$ cat src/lgpsd_pkg.sv
package lgpsd_pkg;
   // ****************************************
   // Channel and word sizes
   // ****************************************
   localparam int NCH    = 24;
   localparam int GS_W   = 16;
   localparam int DC_W   = 7;
   localparam int GB_W   = 8;
   localparam int GS_LEN = NCH * GS_W;
   localparam int DG_LEN = NCH * DC_W + GB_W;
   localparam int SR_W   = GS_LEN;
   localparam logic [15:0] CNT_FULL = 16'hFFFF;
   localparam logic [15:0] CNT_LAST = 16'hFFFE;

   // ****************************************
   // Positions of the synchronised pin vector
   // ****************************************
   localparam int P_SCK  = 0;
   localparam int P_DIN  = 1;
   localparam int P_PH   = 2;
   localparam int P_DLY  = 3;
   localparam int P_LAT  = 4;
   localparam int P_PCK  = 5;
   localparam int P_LOAD_MODE_SELECT = 6;
   localparam int P_BLK  = 7;
   localparam int P_WAVE = 8;
   localparam int P_ONE  = 9;
   localparam int P_HOT  = 10;
   localparam int P_OPEN = 11;
   localparam int P_W    = P_OPEN + NCH;

   // ****************************************
   // Register map and fields
   // ****************************************
   localparam int          A_W       = 5;
   localparam logic [4:0]  A_CTRL    = 5'h00;
   localparam logic [4:0]  A_STAT    = 5'h04;
   localparam logic [4:0]  A_IEN     = 5'h08;
   localparam logic [4:0]  A_ICLR    = 5'h0C;
   localparam logic [4:0]  A_STATE   = 5'h10;
   localparam int          ST_OPEN   = 0;
   localparam int          ST_HOT    = 1;
   localparam int          ST_LATCH  = 2;
   localparam int          ST_W      = 3;
   localparam logic [1:0]  RESP_OK   = 2'h0;
   localparam logic [1:0]  RESP_ERR  = 2'h2;
   localparam logic [31:0] ZERO32    = 32'h0000_0000;

   // Mapped word addresses
   function automatic logic lgpsd_addr_ok(input logic [4:0] a);
      return (a == A_CTRL) || (a == A_STAT) || (a == A_IEN) || (a == A_ICLR) ||
             (a == A_STATE);
   endfunction : lgpsd_addr_ok

   // Bit reversal spreads the on time over the whole period
   function automatic logic [15:0] lgpsd_rev16(input logic [15:0] v);
      for (int i = 0; i < 16; i++) begin
         lgpsd_rev16[i] = v[15-i];
      end
   endfunction : lgpsd_rev16
endpackage : lgpsd_pkg

$ cat src/lgpsd_pin_if.sv
`timescale 1ns/1ps
interface lgpsd_pin_if #(parameter int W = 1);
   logic [W-1:0] lvl;
   logic [W-1:0] rise;
   logic [W-1:0] fall;
   modport src (output lvl, output rise, output fall);
   modport dst (input lvl, input rise, input fall);
endinterface : lgpsd_pin_if

$ cat src/lgpsd_sync.sv
`timescale 1ns/1ps
module lgpsd_sync import lgpsd_pkg::*; #(
   parameter int W = 1
) (
   // Clock and reset
   input  wire logic         clk,
   input  wire logic         rst_n,
   // Raw pins
   input  wire logic [W-1:0] d,
   // Synchronised levels and edges
   lgpsd_pin_if.src          p
);
   typedef struct packed {
      logic [W-1:0] s1;
      logic [W-1:0] s2;
      logic [W-1:0] prev;
   } lgpsd_sync_t;

   lgpsd_sync_t s_r;
   lgpsd_sync_t s_nxt;

   // ****************************************
   // Two-stage synchroniser and edge finder
   // ****************************************
   always_comb begin
      s_nxt      = s_r;
      s_nxt.s1   = d;
      s_nxt.s2   = s_r.s1;
      s_nxt.prev = s_r.s2;
   end

   // State register
   always_ff @(posedge clk or negedge rst_n) begin
      if (!rst_n) begin
         s_r <= '0;
      end else begin
         s_r <= s_nxt;
      end
   end

   // Edges look only at the second stage and later
   assign p.lvl  = s_r.s2;
   assign p.rise = s_r.s2 & ~s_r.prev;
   assign p.fall = ~s_r.s2 & s_r.prev;
endmodule : lgpsd_sync

$ cat src/lgpsd_top.sv
`timescale 1ns/1ps
// Notes on behaviour
// Shift data on shift clock rise when phase select low, fall when high.
// Output delay select high moves serial out change by half a shift cycle.
// One serial input carries both word kinds; serial out feeds next device.
// Shift clock and PWM clock are repeated inverted to the next device.
// Latch open on strobe xor phase; counter forced to all ones meanwhile.
// With strobe at its inactive level the latches hold their contents.
// PWM counter steps on count clock rise, or fall with phase select high.
// Blanking forces every channel off; otherwise channels follow PWM.
// Mode select high loads correction and brightness; low loads grayscale.
// Alarm pulls low on open LED unblanked, on overheating when blanked.
// Waveform select high gives single pulse, low gives spread pulses.
// Single pass select high stops the counter after one full period.
// Each of 24 channels keeps a 16-bit grayscale value.
// Each channel keeps a 7-bit current correction value.
// One 8-bit global brightness value scales all currents.
// Open LED flags are placed into the chain for shifting out.
// A channel is on while counter is below its grayscale value.
// Words go most significant bit first; chain length follows load mode.
module lgpsd_top import lgpsd_pkg::*; (
   // Clock and reset
   input  wire logic                  CLK,
   input  wire logic                  RST_N,
   // Serial link pins
   input  wire logic                  SHIFT_CLOCK,
   input  wire logic                  SERIAL_IN,
   input  wire logic                  LATCH_STROBE,
   input  wire logic                  PWM_COUNT_CLOCK,
   output wire logic                  SERIAL_OUT,
   output wire logic                  SHIFT_CLOCK_REPEAT,
   output wire logic                  LATCH_STROBE_REPEAT,
   output wire logic                  PWM_CLOCK_REPEAT,
   // Mode pins
   input  wire logic                  EDGE_PHASE_SELECT,
   input  wire logic                  OUTPUT_DELAY_SELECT,
   input  wire logic                  LOAD_MODE_SELECT,
   input  wire logic                  BLANK_ALL,
   input  wire logic                  WAVEFORM_STYLE_SELECT,
   input  wire logic                  SINGLE_PASS_SELECT,
   // Fault sensing
   input  wire logic [NCH-1:0]        OPEN_LED_DETECT,
   input  wire logic                  OVER_TEMP,
   output wire logic                  ALARM_OUT,
   output wire logic                  ALARM_OE,
   // Channel and current control
   output wire logic [NCH-1:0]        CHANNEL_SINK_OUTPUTS,
   output wire logic [NCH*DC_W-1:0]   CURRENT_CORRECTION,
   output wire logic [GB_W-1:0]       GLOBAL_BRIGHTNESS,
   // AXI4-Lite slave
   input  wire logic                  AWVALID,
   output wire logic                  AWREADY,
   input  wire logic [A_W-1:0]        AWADDR,
   input  wire logic                  WVALID,
   output wire logic                  WREADY,
   input  wire logic [31:0]           WDATA,
   input  wire logic [3:0]            WSTRB,
   output wire logic                  BVALID,
   input  wire logic                  BREADY,
   output wire logic [1:0]            BRESP,
   input  wire logic                  ARVALID,
   output wire logic                  ARREADY,
   input  wire logic [A_W-1:0]        ARADDR,
   output wire logic                  RVALID,
   input  wire logic                  RREADY,
   output wire logic [31:0]           RDATA,
   output wire logic [1:0]            RRESP,
   // Interrupt
   output wire logic                  IRQ
);
   typedef struct packed {
      logic [SR_W-1:0]                sr;
      logic [NCH-1:0][GS_W-1:0]       gs;
      logic [NCH-1:0][DC_W-1:0]       dc;
      logic [GB_W-1:0]                gb;
      logic [15:0]                    cnt;
      logic                           done;
      logic                           lat_prev;
      logic                           sout;
      logic [NCH-1:0]                 chan;
      logic                           alarm_oe;
      logic                           sck_rep;
      logic                           lat_rep;
      logic                           pck_rep;
      logic                           aw_have;
      logic                           w_have;
      logic [A_W-1:0]                 awaddr;
      logic [31:0]                    wdata;
      logic                           wlane0;
      logic                           awready;
      logic                           wready;
      logic                           bvalid;
      logic [1:0]                     bresp;
      logic                           arready;
      logic                           rvalid;
      logic [31:0]                    rdata;
      logic [1:0]                     rresp;
      logic                           sw_blank;
      logic [ST_W-1:0]                stat;
      logic [ST_W-1:0]                ien;
      logic                           irq;
   } lgpsd_state_t;

   lgpsd_state_t s_r;
   lgpsd_state_t s_nxt;

   // ****************************************
   // Pin synchronisation
   // ****************************************
   lgpsd_pin_if #(.W(P_W)) pin ();
   logic [P_W-1:0] raw;

   assign raw = {OPEN_LED_DETECT, OVER_TEMP, SINGLE_PASS_SELECT, WAVEFORM_STYLE_SELECT,
                 BLANK_ALL, LOAD_MODE_SELECT, PWM_COUNT_CLOCK, LATCH_STROBE,
                 OUTPUT_DELAY_SELECT, EDGE_PHASE_SELECT, SERIAL_IN, SHIFT_CLOCK};

   lgpsd_sync #(.W(P_W)) u_sync (
      .clk   (CLK),
      .rst_n (RST_N),
      .d     (raw),
      .p     (pin)
   );

   // ****************************************
   // Decoded link events
   // ****************************************
   logic           phase;
   logic           sck_edge;
   logic           sck_back;
   logic           pck_edge;
   logic           lat_open;
   logic           blank;
   logic           load_mode_select;
   logic [NCH-1:0] open_led;

   assign phase    = pin.lvl[P_PH];
   assign sck_edge = phase ? pin.fall[P_SCK] : pin.rise[P_SCK];
   assign sck_back = phase ? pin.rise[P_SCK] : pin.fall[P_SCK];
   assign pck_edge = phase ? pin.fall[P_PCK] : pin.rise[P_PCK];
   assign lat_open = pin.lvl[P_LAT] ^ phase;
   assign blank    = pin.lvl[P_BLK] | s_r.sw_blank;
   assign load_mode_select     = pin.lvl[P_LOAD_MODE_SELECT];
   assign open_led = pin.lvl[P_OPEN +: NCH];

   // ****************************************
   // Next state
   // ****************************************
   always_comb begin
      logic [ST_W-1:0] clr;
      logic [ST_W-1:0] ev;
      logic [15:0]     cmp;
      clr   = '0;
      ev    = '0;
      cmp   = '0;
      s_nxt = s_r;

      // Serial chain, most significant bit first
      if (sck_edge) begin
         s_nxt.sr = {s_r.sr[SR_W-2:0], pin.lvl[P_DIN]};
         if (!pin.lvl[P_DLY]) begin
            s_nxt.sout = load_mode_select ? s_r.sr[DG_LEN-2] : s_r.sr[GS_LEN-2];
         end
      end
      if (sck_back && pin.lvl[P_DLY]) begin
         s_nxt.sout = load_mode_select ? s_r.sr[DG_LEN-1] : s_r.sr[GS_LEN-1];
      end

      // Latch closing places open LED flags at the head of the chain
      s_nxt.lat_prev = lat_open;
      if (s_r.lat_prev && !lat_open) begin
         ev[ST_LATCH] = 1'b1;
         if (load_mode_select) begin
            s_nxt.sr[DG_LEN-1 -: NCH] = open_led;
         end else begin
            s_nxt.sr[GS_LEN-1 -: NCH] = open_led;
         end
      end

      // Transparent latches, held while the strobe is inactive, and PWM counter, which counts only then
      if (lat_open) begin
         s_nxt.cnt  = CNT_FULL;
         s_nxt.done = 1'b0;
         if (load_mode_select) begin
            s_nxt.gb = s_r.sr[DG_LEN-1 -: GB_W];
            for (int i = 0; i < NCH; i++) begin
               s_nxt.dc[i] = s_r.sr[DC_W*i +: DC_W];
            end
         end else begin
            for (int i = 0; i < NCH; i++) begin
               s_nxt.gs[i] = s_r.sr[GS_W*i +: GS_W];
            end
         end
      end else if (pck_edge && !(pin.lvl[P_ONE] && s_r.done)) begin
         s_nxt.cnt  = 16'(s_r.cnt + 16'h0001);
         // Done marks only the rest at all ones, so free running clears it again
         s_nxt.done = (s_r.cnt == CNT_LAST);
      end

      // Channel compare
      cmp = pin.lvl[P_WAVE] ? s_r.cnt : lgpsd_rev16(s_r.cnt);
      for (int i = 0; i < NCH; i++) begin
         s_nxt.chan[i] = !blank && (cmp < s_r.gs[i]);
      end

      // Alarm and repeated clocks
      s_nxt.alarm_oe = blank ? pin.lvl[P_HOT] : |open_led;
      s_nxt.sck_rep  = ~pin.lvl[P_SCK];
      s_nxt.pck_rep  = ~pin.lvl[P_PCK];
      s_nxt.lat_rep  = pin.lvl[P_LAT];

      // Write channel
      if (s_r.bvalid && BREADY) begin
         s_nxt.bvalid = 1'b0;
      end
      if (AWVALID && s_r.awready) begin
         s_nxt.aw_have = 1'b1;
         s_nxt.awaddr  = AWADDR;
      end
      if (WVALID && s_r.wready) begin
         s_nxt.w_have = 1'b1;
         s_nxt.wdata  = WDATA;
         s_nxt.wlane0 = WSTRB[0];
      end
      if (s_r.aw_have && s_r.w_have && !s_r.bvalid) begin
         s_nxt.aw_have = 1'b0;
         s_nxt.w_have  = 1'b0;
         s_nxt.bvalid  = 1'b1;
         s_nxt.bresp   = lgpsd_addr_ok(s_r.awaddr) ? RESP_OK : RESP_ERR;
         if (s_r.wlane0) begin
            case (s_r.awaddr)
               A_CTRL: begin
                  s_nxt.sw_blank = s_r.wdata[0];
               end
               A_IEN: begin
                  s_nxt.ien = s_r.wdata[ST_W-1:0];
               end
               A_ICLR: begin
                  clr = s_r.wdata[ST_W-1:0];
               end
               default: begin
               end
            endcase
         end
      end
      s_nxt.awready = !s_nxt.aw_have && !s_nxt.bvalid;
      s_nxt.wready  = !s_nxt.w_have && !s_nxt.bvalid;

      // Read channel
      if (s_r.rvalid && RREADY) begin
         s_nxt.rvalid = 1'b0;
      end
      if (ARVALID && s_r.arready) begin
         s_nxt.rvalid = 1'b1;
         s_nxt.rresp  = lgpsd_addr_ok(ARADDR) ? RESP_OK : RESP_ERR;
         case (ARADDR)
            A_CTRL:  s_nxt.rdata = {31'h0000_0000, s_r.sw_blank};
            A_STAT:  s_nxt.rdata = {29'h0000_0000, s_r.stat};
            A_IEN:   s_nxt.rdata = {29'h0000_0000, s_r.ien};
            A_STATE: s_nxt.rdata = {s_r.cnt, 12'h000, s_r.done, load_mode_select, lat_open, blank};
            default: s_nxt.rdata = ZERO32;
         endcase
      end
      s_nxt.arready = !s_nxt.rvalid;

      // Sticky status, a new event beats a clear
      ev[ST_OPEN] = |pin.rise[P_OPEN +: NCH];
      ev[ST_HOT]  = pin.rise[P_HOT];
      s_nxt.stat  = (s_r.stat & ~clr) | ev;
      s_nxt.irq   = |(s_nxt.stat & s_nxt.ien);
   end

   // State register
   always_ff @(posedge CLK or negedge RST_N) begin
      if (!RST_N) begin
         s_r <= '0;
      end else begin
         s_r <= s_nxt;
      end
   end

   // ****************************************
   // Outputs
   // ****************************************
   assign SERIAL_OUT           = s_r.sout;
   assign SHIFT_CLOCK_REPEAT   = s_r.sck_rep;
   assign LATCH_STROBE_REPEAT  = s_r.lat_rep;
   assign PWM_CLOCK_REPEAT     = s_r.pck_rep;
   assign ALARM_OUT            = 1'b0;
   assign ALARM_OE             = s_r.alarm_oe;
   assign CHANNEL_SINK_OUTPUTS = s_r.chan;
   assign CURRENT_CORRECTION   = s_r.dc;
   assign GLOBAL_BRIGHTNESS    = s_r.gb;
   assign AWREADY              = s_r.awready;
   assign WREADY               = s_r.wready;
   assign BVALID               = s_r.bvalid;
   assign BRESP                = s_r.bresp;
   assign ARREADY              = s_r.arready;
   assign RVALID               = s_r.rvalid;
   assign RDATA                = s_r.rdata;
   assign RRESP                = s_r.rresp;
   assign IRQ                  = s_r.irq;
endmodule : lgpsd_top

$ cat config.mk
export PLATFORM = sky130hd
export DESIGN_NAME = lgpsd_top
export DESIGN_NICKNAME = d
export VERILOG_FILES = /design/src/lgpsd_pkg.sv /design/src/lgpsd_pin_if.sv /design/src/lgpsd_sync.sv /design/src/lgpsd_top.sv
export SDC_FILE = /design/constraint.sdc
export NUM_CORES = 2
export LEC_CHECK = 0
export CORE_ASPECT_RATIO = 0.9
export CORE_UTILIZATION = 40
export DETAILED_ROUTE_END_ITERATION = 8
export DONT_BUFFER_PORTS = 1
export PLACE_DENSITY = 0.63
export SKIP_LAST_GASP = 1
export SYNTH_ARGS = -nofsm -noshare
export SYNTH_HDL_FRONTEND = slang
export SYNTH_SLANG_ARGS = --single-unit
$ cat constraint.sdc
create_clock -name CLK -period 5.6 [get_ports CLK]
set_clock_uncertainty 0.05 [all_clocks]
set_input_delay 0.28 -clock CLK [delete_from_list [all_inputs] [get_ports CLK]]
set_output_delay 0.28 -clock CLK [all_outputs]
set_load 0.005 [all_outputs]
## Word-level counts from Yosys, hierarchy flattened

Cells that the tools add are included.

| operators by class | value |
|---|---|
| mux-type cells | 34 |
| magnitude comparators | 24 |
| add/sub/neg operators | 1 |
| equality and inequality tests | 10 |
| reductions and logical operators | 64 |
| bitwise gates (word level) | 13 |

Operators with widths:

| operator | count |
|---|---|
| $lt A16 B16 Y1 | 24 |
| $mux W384 | 1 |
| $pmux W32 S4 | 1 |
| $mux W24 | 4 |
| $reduce_or A24 Y1 | 2 |
| $logic_and A1 B1 Y1 | 37 |
| $and A35 B35 Y35 | 1 |
| $mux W35 | 1 |
| $not A35 Y35 | 1 |
| $mux W17 | 2 |
| $mux W3 | 7 |
| $eq A5 B4 Y1 const B | 4 |
| $add A16 B1 Y16 const B | 1 |
| $eq A16 B16 Y1 const B | 1 |
| $mux W16 | 1 |
| $mux W1 | 14 |
| $eq A5 B3 Y1 const B | 2 |
| $eq A5 B5 Y1 const B | 2 |
| $logic_not A5 Y1 | 2 |
| $logic_not A1 Y1 | 8 |
| $logic_or A1 B1 Y1 | 8 |
| $and A3 B3 Y3 | 2 |
| $and A6 B6 Y6 | 1 |
| $mux W2 | 3 |
| other kinds (11) | 16 |

| storage, ports and cells | value |
|---|---|
| input port bits | 88 |
| word-level logic and storage cells | 226 |
| flip-flop bits (word level) | 1156 |

## Logic depth before layout (Yosys ltp)

| depth | value |
|---|---|
| depth after elaboration | 9 |
| depth in mapped cells | 10 |

## By module

From an unflattened synthesis, not the netlist that was laid out.

| second synthesis, totals | value |
|---|---|
| cell total of the unflattened synthesis | 5250 |
| area total of the unflattened synthesis | 52923.3 um^2 |

Modules (own cells, without submodules):

| module | times used | area an instance (um^2) | seq. area each (um^2) | cells an instance |
|---|---|---|---|---|
| lgpsd_top | 1 | 49419.9 | 25949.9 | 5040 |
| lgpsd_sync | 1 | 3503.4 | 2627.5 | 210 |

## Worst setup path after synthesis

No wires, ideal clock.

| timing | value |
|---|---|
| path kind | reg-to-reg |
| from | reg u_sync.s_r, in the netlist u_sync.p.lvl[8] |
| to | reg s_r, in the netlist CHANNEL_SINK_OUTPUTS[8] |
| slack | 2.131 ns |
| arrival time | 3.293 ns |
| buffers on the path | 2 |
| stages on the path, launching flop included | 9 |
| required time | 5.425 ns |
| clock period less this slack | 3.469 ns |
| library setup time | 0.125 ns |
| cell sequence | dfrtp_1 > buf_6 > clkbuf_1 > o21ai_0 > ha_1 > and4_1 > o211ai_1 > o21ai_0 > a2111oi_0 |

RTL lines:

| what | RTL line | text |
|---|---|---|
| start: declaration | lgpsd_sync.sv:19 | `lgpsd_sync_t s_r;` |
| start signal: assignment | lgpsd_sync.sv:37 | `s_r <= s_nxt;` |
| end signal: assignment | lgpsd_top.sv:277 | `s_r <= s_nxt;` |
| end: declaration | lgpsd_top.sv:104 | `lgpsd_state_t s_r;` |

==> reports/qor.csv <==
metric,value,unit
outcome,completed,
CP required,6210,ps
layout cells sized above 1,0.1918,
clk sinks,1134,
Register Area,28380,um^2
crit path capture type,async pin,
MaxCap Viol Count,0,
max_slew headroom,0.1715,
Bufs on Longest Clock Path,3,
"EDFF count, synth",0,
final core occ,0.4424,
most frequent cell after synthesis,dfrtp_1,
Routed WL,114400,um
Yosys reg bits,1134,
Max Freq,0.2311,GHz
final hold violation count,0,
crit path DAT,4940,ps
Power Dens Cells,369.6,nW/um^2
# resized after CTS,0,
"Clk Latency, worst-skew pair",730,ps
largest cells by area after synthesis,"dfrtp_1, mux2_2, ha_1",
actual slew at the worst max-slew pin,1243,ps
largest net degree at the start of global routing,253,
IO Pins,336,
worst r2r path cells,8,
Starting Density,0.4031,
standard-cell rows,125,
setup TNS,0,ps
WL/cell,18.77,um
final setup vio count,0,
die height,343.9,um
worst hold margin,59.10,ps
nets@finish,4725,
Reg-to-Reg End,CHANNEL_SINK_OUTPUTS[18],
Port Buffers,0,
Detailed Routing Iterations Pass 1,5,
Place WS,1830,ps
vias in the first global route,31262,
Placed Area,52050,um^2
area of the multi-input gates,19510,um^2
GRT Util Overall,0.1757,
worst r2r src,u_sync.p.lvl[8],
"setup slack, reg-to-reg",1740,ps
remaining antenna violation count,0,
share of flip-flops with an asynchronous set or reset,1.000,
root buffer cell,clkbuf_16,
Worst Setup EP,CURRENT_CORRECTION[103],
Synth Flop Type,dfrtp_1,
initial DRC count,1887,
vias per inst,5.069,
synth-to-layout area growth,9.767,%
total core area,128900,um^2
"Design Area, Final",57020,um^2
sequential fraction of the synthesis area,0.5463,
die width,381.9,um
gpl congestion,0.7991,
fin crit share,0.7727,
TritonCTS buffer count,117,
HPWL after DPL,71520,um
Pleak,26.25,nW
Synth Warn #,0,
die area,131300,um^2
CP startpoint,RST_N,
Critical Path Fanout Max,208,
grt total ovfl,0,
CTS H-tree depth,3,
Yosys cell types,62,
number of remaining DRC errors,0,
Worst Hold Class,input port to register,
Worst IR Drop VDD,0.2642,mV
"Cell Area, Synth",51940,um^2
cell taking the most area after synthesis,dfrtp_1,
Vias,30894,
share of the synthesized area in the top cell type,0.5463,
final setup margin,1273,ps
syn avg cell area,11.72,um^2
Filler cells,11792,
CTS tree,built,
RSZ-0062 raised after global routing,false,
first-pass GRT wire length,182100,um
"Clk pin slew, worst setup/hold paths",60,ps
critical path class,input port to async pin,
Synth top cells by count,"dfrtp_1, mux2_2, o21ai_0",
Mapped Cells,4433,
Final Critical Period,4327,ps
antenna violations before repair,7,
Pins Over Slew Limit,0,
Critical Path Start Type,input port,
## where the power goes
group	leakage [nW]	switching [mW]	total, mW	internal, mW
clock network	2.08	3.38	8.34	4.96
registers	15.2	0.686	9.59	8.91
logic	9.00	1.85	3.14	1.29
## worst min-delay path by stage
stage                     cells after the start          startpoint                       end
after detailed placement                      0               RST_N  CHANNEL_SINK_OUTPUTS[18]
final                                         1  OPEN_LED_DETECT[9]          u_sync.s_nxt[55]
after global placement                        0               RST_N  CHANNEL_SINK_OUTPUTS[18]
after global routing                          1   EDGE_PHASE_SELECT          u_sync.s_nxt[37]
after CTS                                     1     PWM_COUNT_CLOCK          u_sync.s_nxt[40]
after floorplan                               0               RST_N                  ALARM_OE
## cell families after synthesis
kind of cell | count (synthesis) | synth area share
XOR/XNOR | 12 | 0.002023
AO/OA/AOI/OAI | 774 | 0.08857
adder cells (fa/ha/maj) | 362 | 0.08720
buffers and inverters | 792 | 0.08004
flip-flops | 1134 | 0.5463
AND/OR/NAND/NOR | 747 | 0.06354
multiplexers | 611 | 0.1323
other | 1 | 0.00007219
## state kept, by name (all words and copies together), names as in the netlist
| name | flops |
|---|---|
| s_r | 804 |
| CURRENT_CORRECTION | 168 |
| u_sync.p.lvl | 35 |
| u_sync.s_nxt | 35 |
| u_sync.s_r | 28 |
| CHANNEL_SINK_OUTPUTS | 24 |
| RDATA | 20 |
| GLOBAL_BRIGHTNESS | 8 |
| ALARM_OE | 1 |
| ARREADY | 1 |
| AWREADY | 1 |
| BRESP | 1 |
| BVALID | 1 |
| IRQ | 1 |
| PWM_CLOCK_REPEAT | 1 |
| RRESP | 1 |
| RVALID | 1 |
| SERIAL_OUT | 1 |
| SHIFT_CLOCK_REPEAT | 1 |
| WREADY | 1 |
## cell usage in the layout, fill, tap and decap left out, types with 23 or more instances in the layout
| cell | n |
|---|---|
| a21o_1 | 24 |
| a21oi_1 | 89 |
| a31oi_1 | 25 |
| and4_1 | 23 |
| buf_4 | 31 |
| clkbuf_16 | 117 |
| clkbuf_8 | 31 |
| clkinv_2 | 27 |
| dfrtp_1 | 1134 |
| dlygate4sd3_1 | 69 |
| ha_1 | 362 |
| inv_1 | 383 |
| mux2_2 | 543 |
| mux2i_1 | 50 |
| nand2_1 | 442 |
| nand3_1 | 49 |
| nor2_1 | 117 |
| nor2b_1 | 27 |
| nor3_1 | 26 |
| o2111ai_1 | 25 |
| o21ai_0 | 467 |
| o21ai_1 | 26 |
## worst max-delay path: stages
cell and delay [ps]:
dlygate4sd3_1 540, dlygate4sd3_1 700, buf_16 500, buf_16 460
buf_16 430, buf_16 600, buf_16 670
## metrics by stage
stage               instances  total power [mW]
detailed placement       5799             12.79
global route             6095             22.18
finish                   6095             21.07
CTS                      6087             21.31
global placement         5799             12.68
floorplan                4447             11.76
## final cells by class
class / instances / share of cell area
sequential: 1134 / 0.4977
multi-input combinational: 2521 / 0.3422
clock buffer: 162 / 0.05975
tap: 1714 / 0.03761
inverter: 384 / 0.02528
timing repair buffer: 117 / 0.02308
clock inverter: 57 / 0.01411
antenna: 6 / 0.0002633
## routing by layer
layer  wire length (um)  global-route usage  part of all wire  vias to the layer above
met5                  0                   0                 0                        -
met4               2762             0.05508             0.024                        0
met3               5227             0.03276             0.046                      167
met2              52650              0.2798              0.46                      512
met1              53770              0.2428              0.47                    15532
li1                   -                   -                 -                    14683
## what timing repair did
action | in CTS | in global routing
hold endpoints to repair | 301 | 0
setup buffers | 0 | 0
hold buffers | 69 | 0
Note: power is estimated with default switching activity, not from simulation.
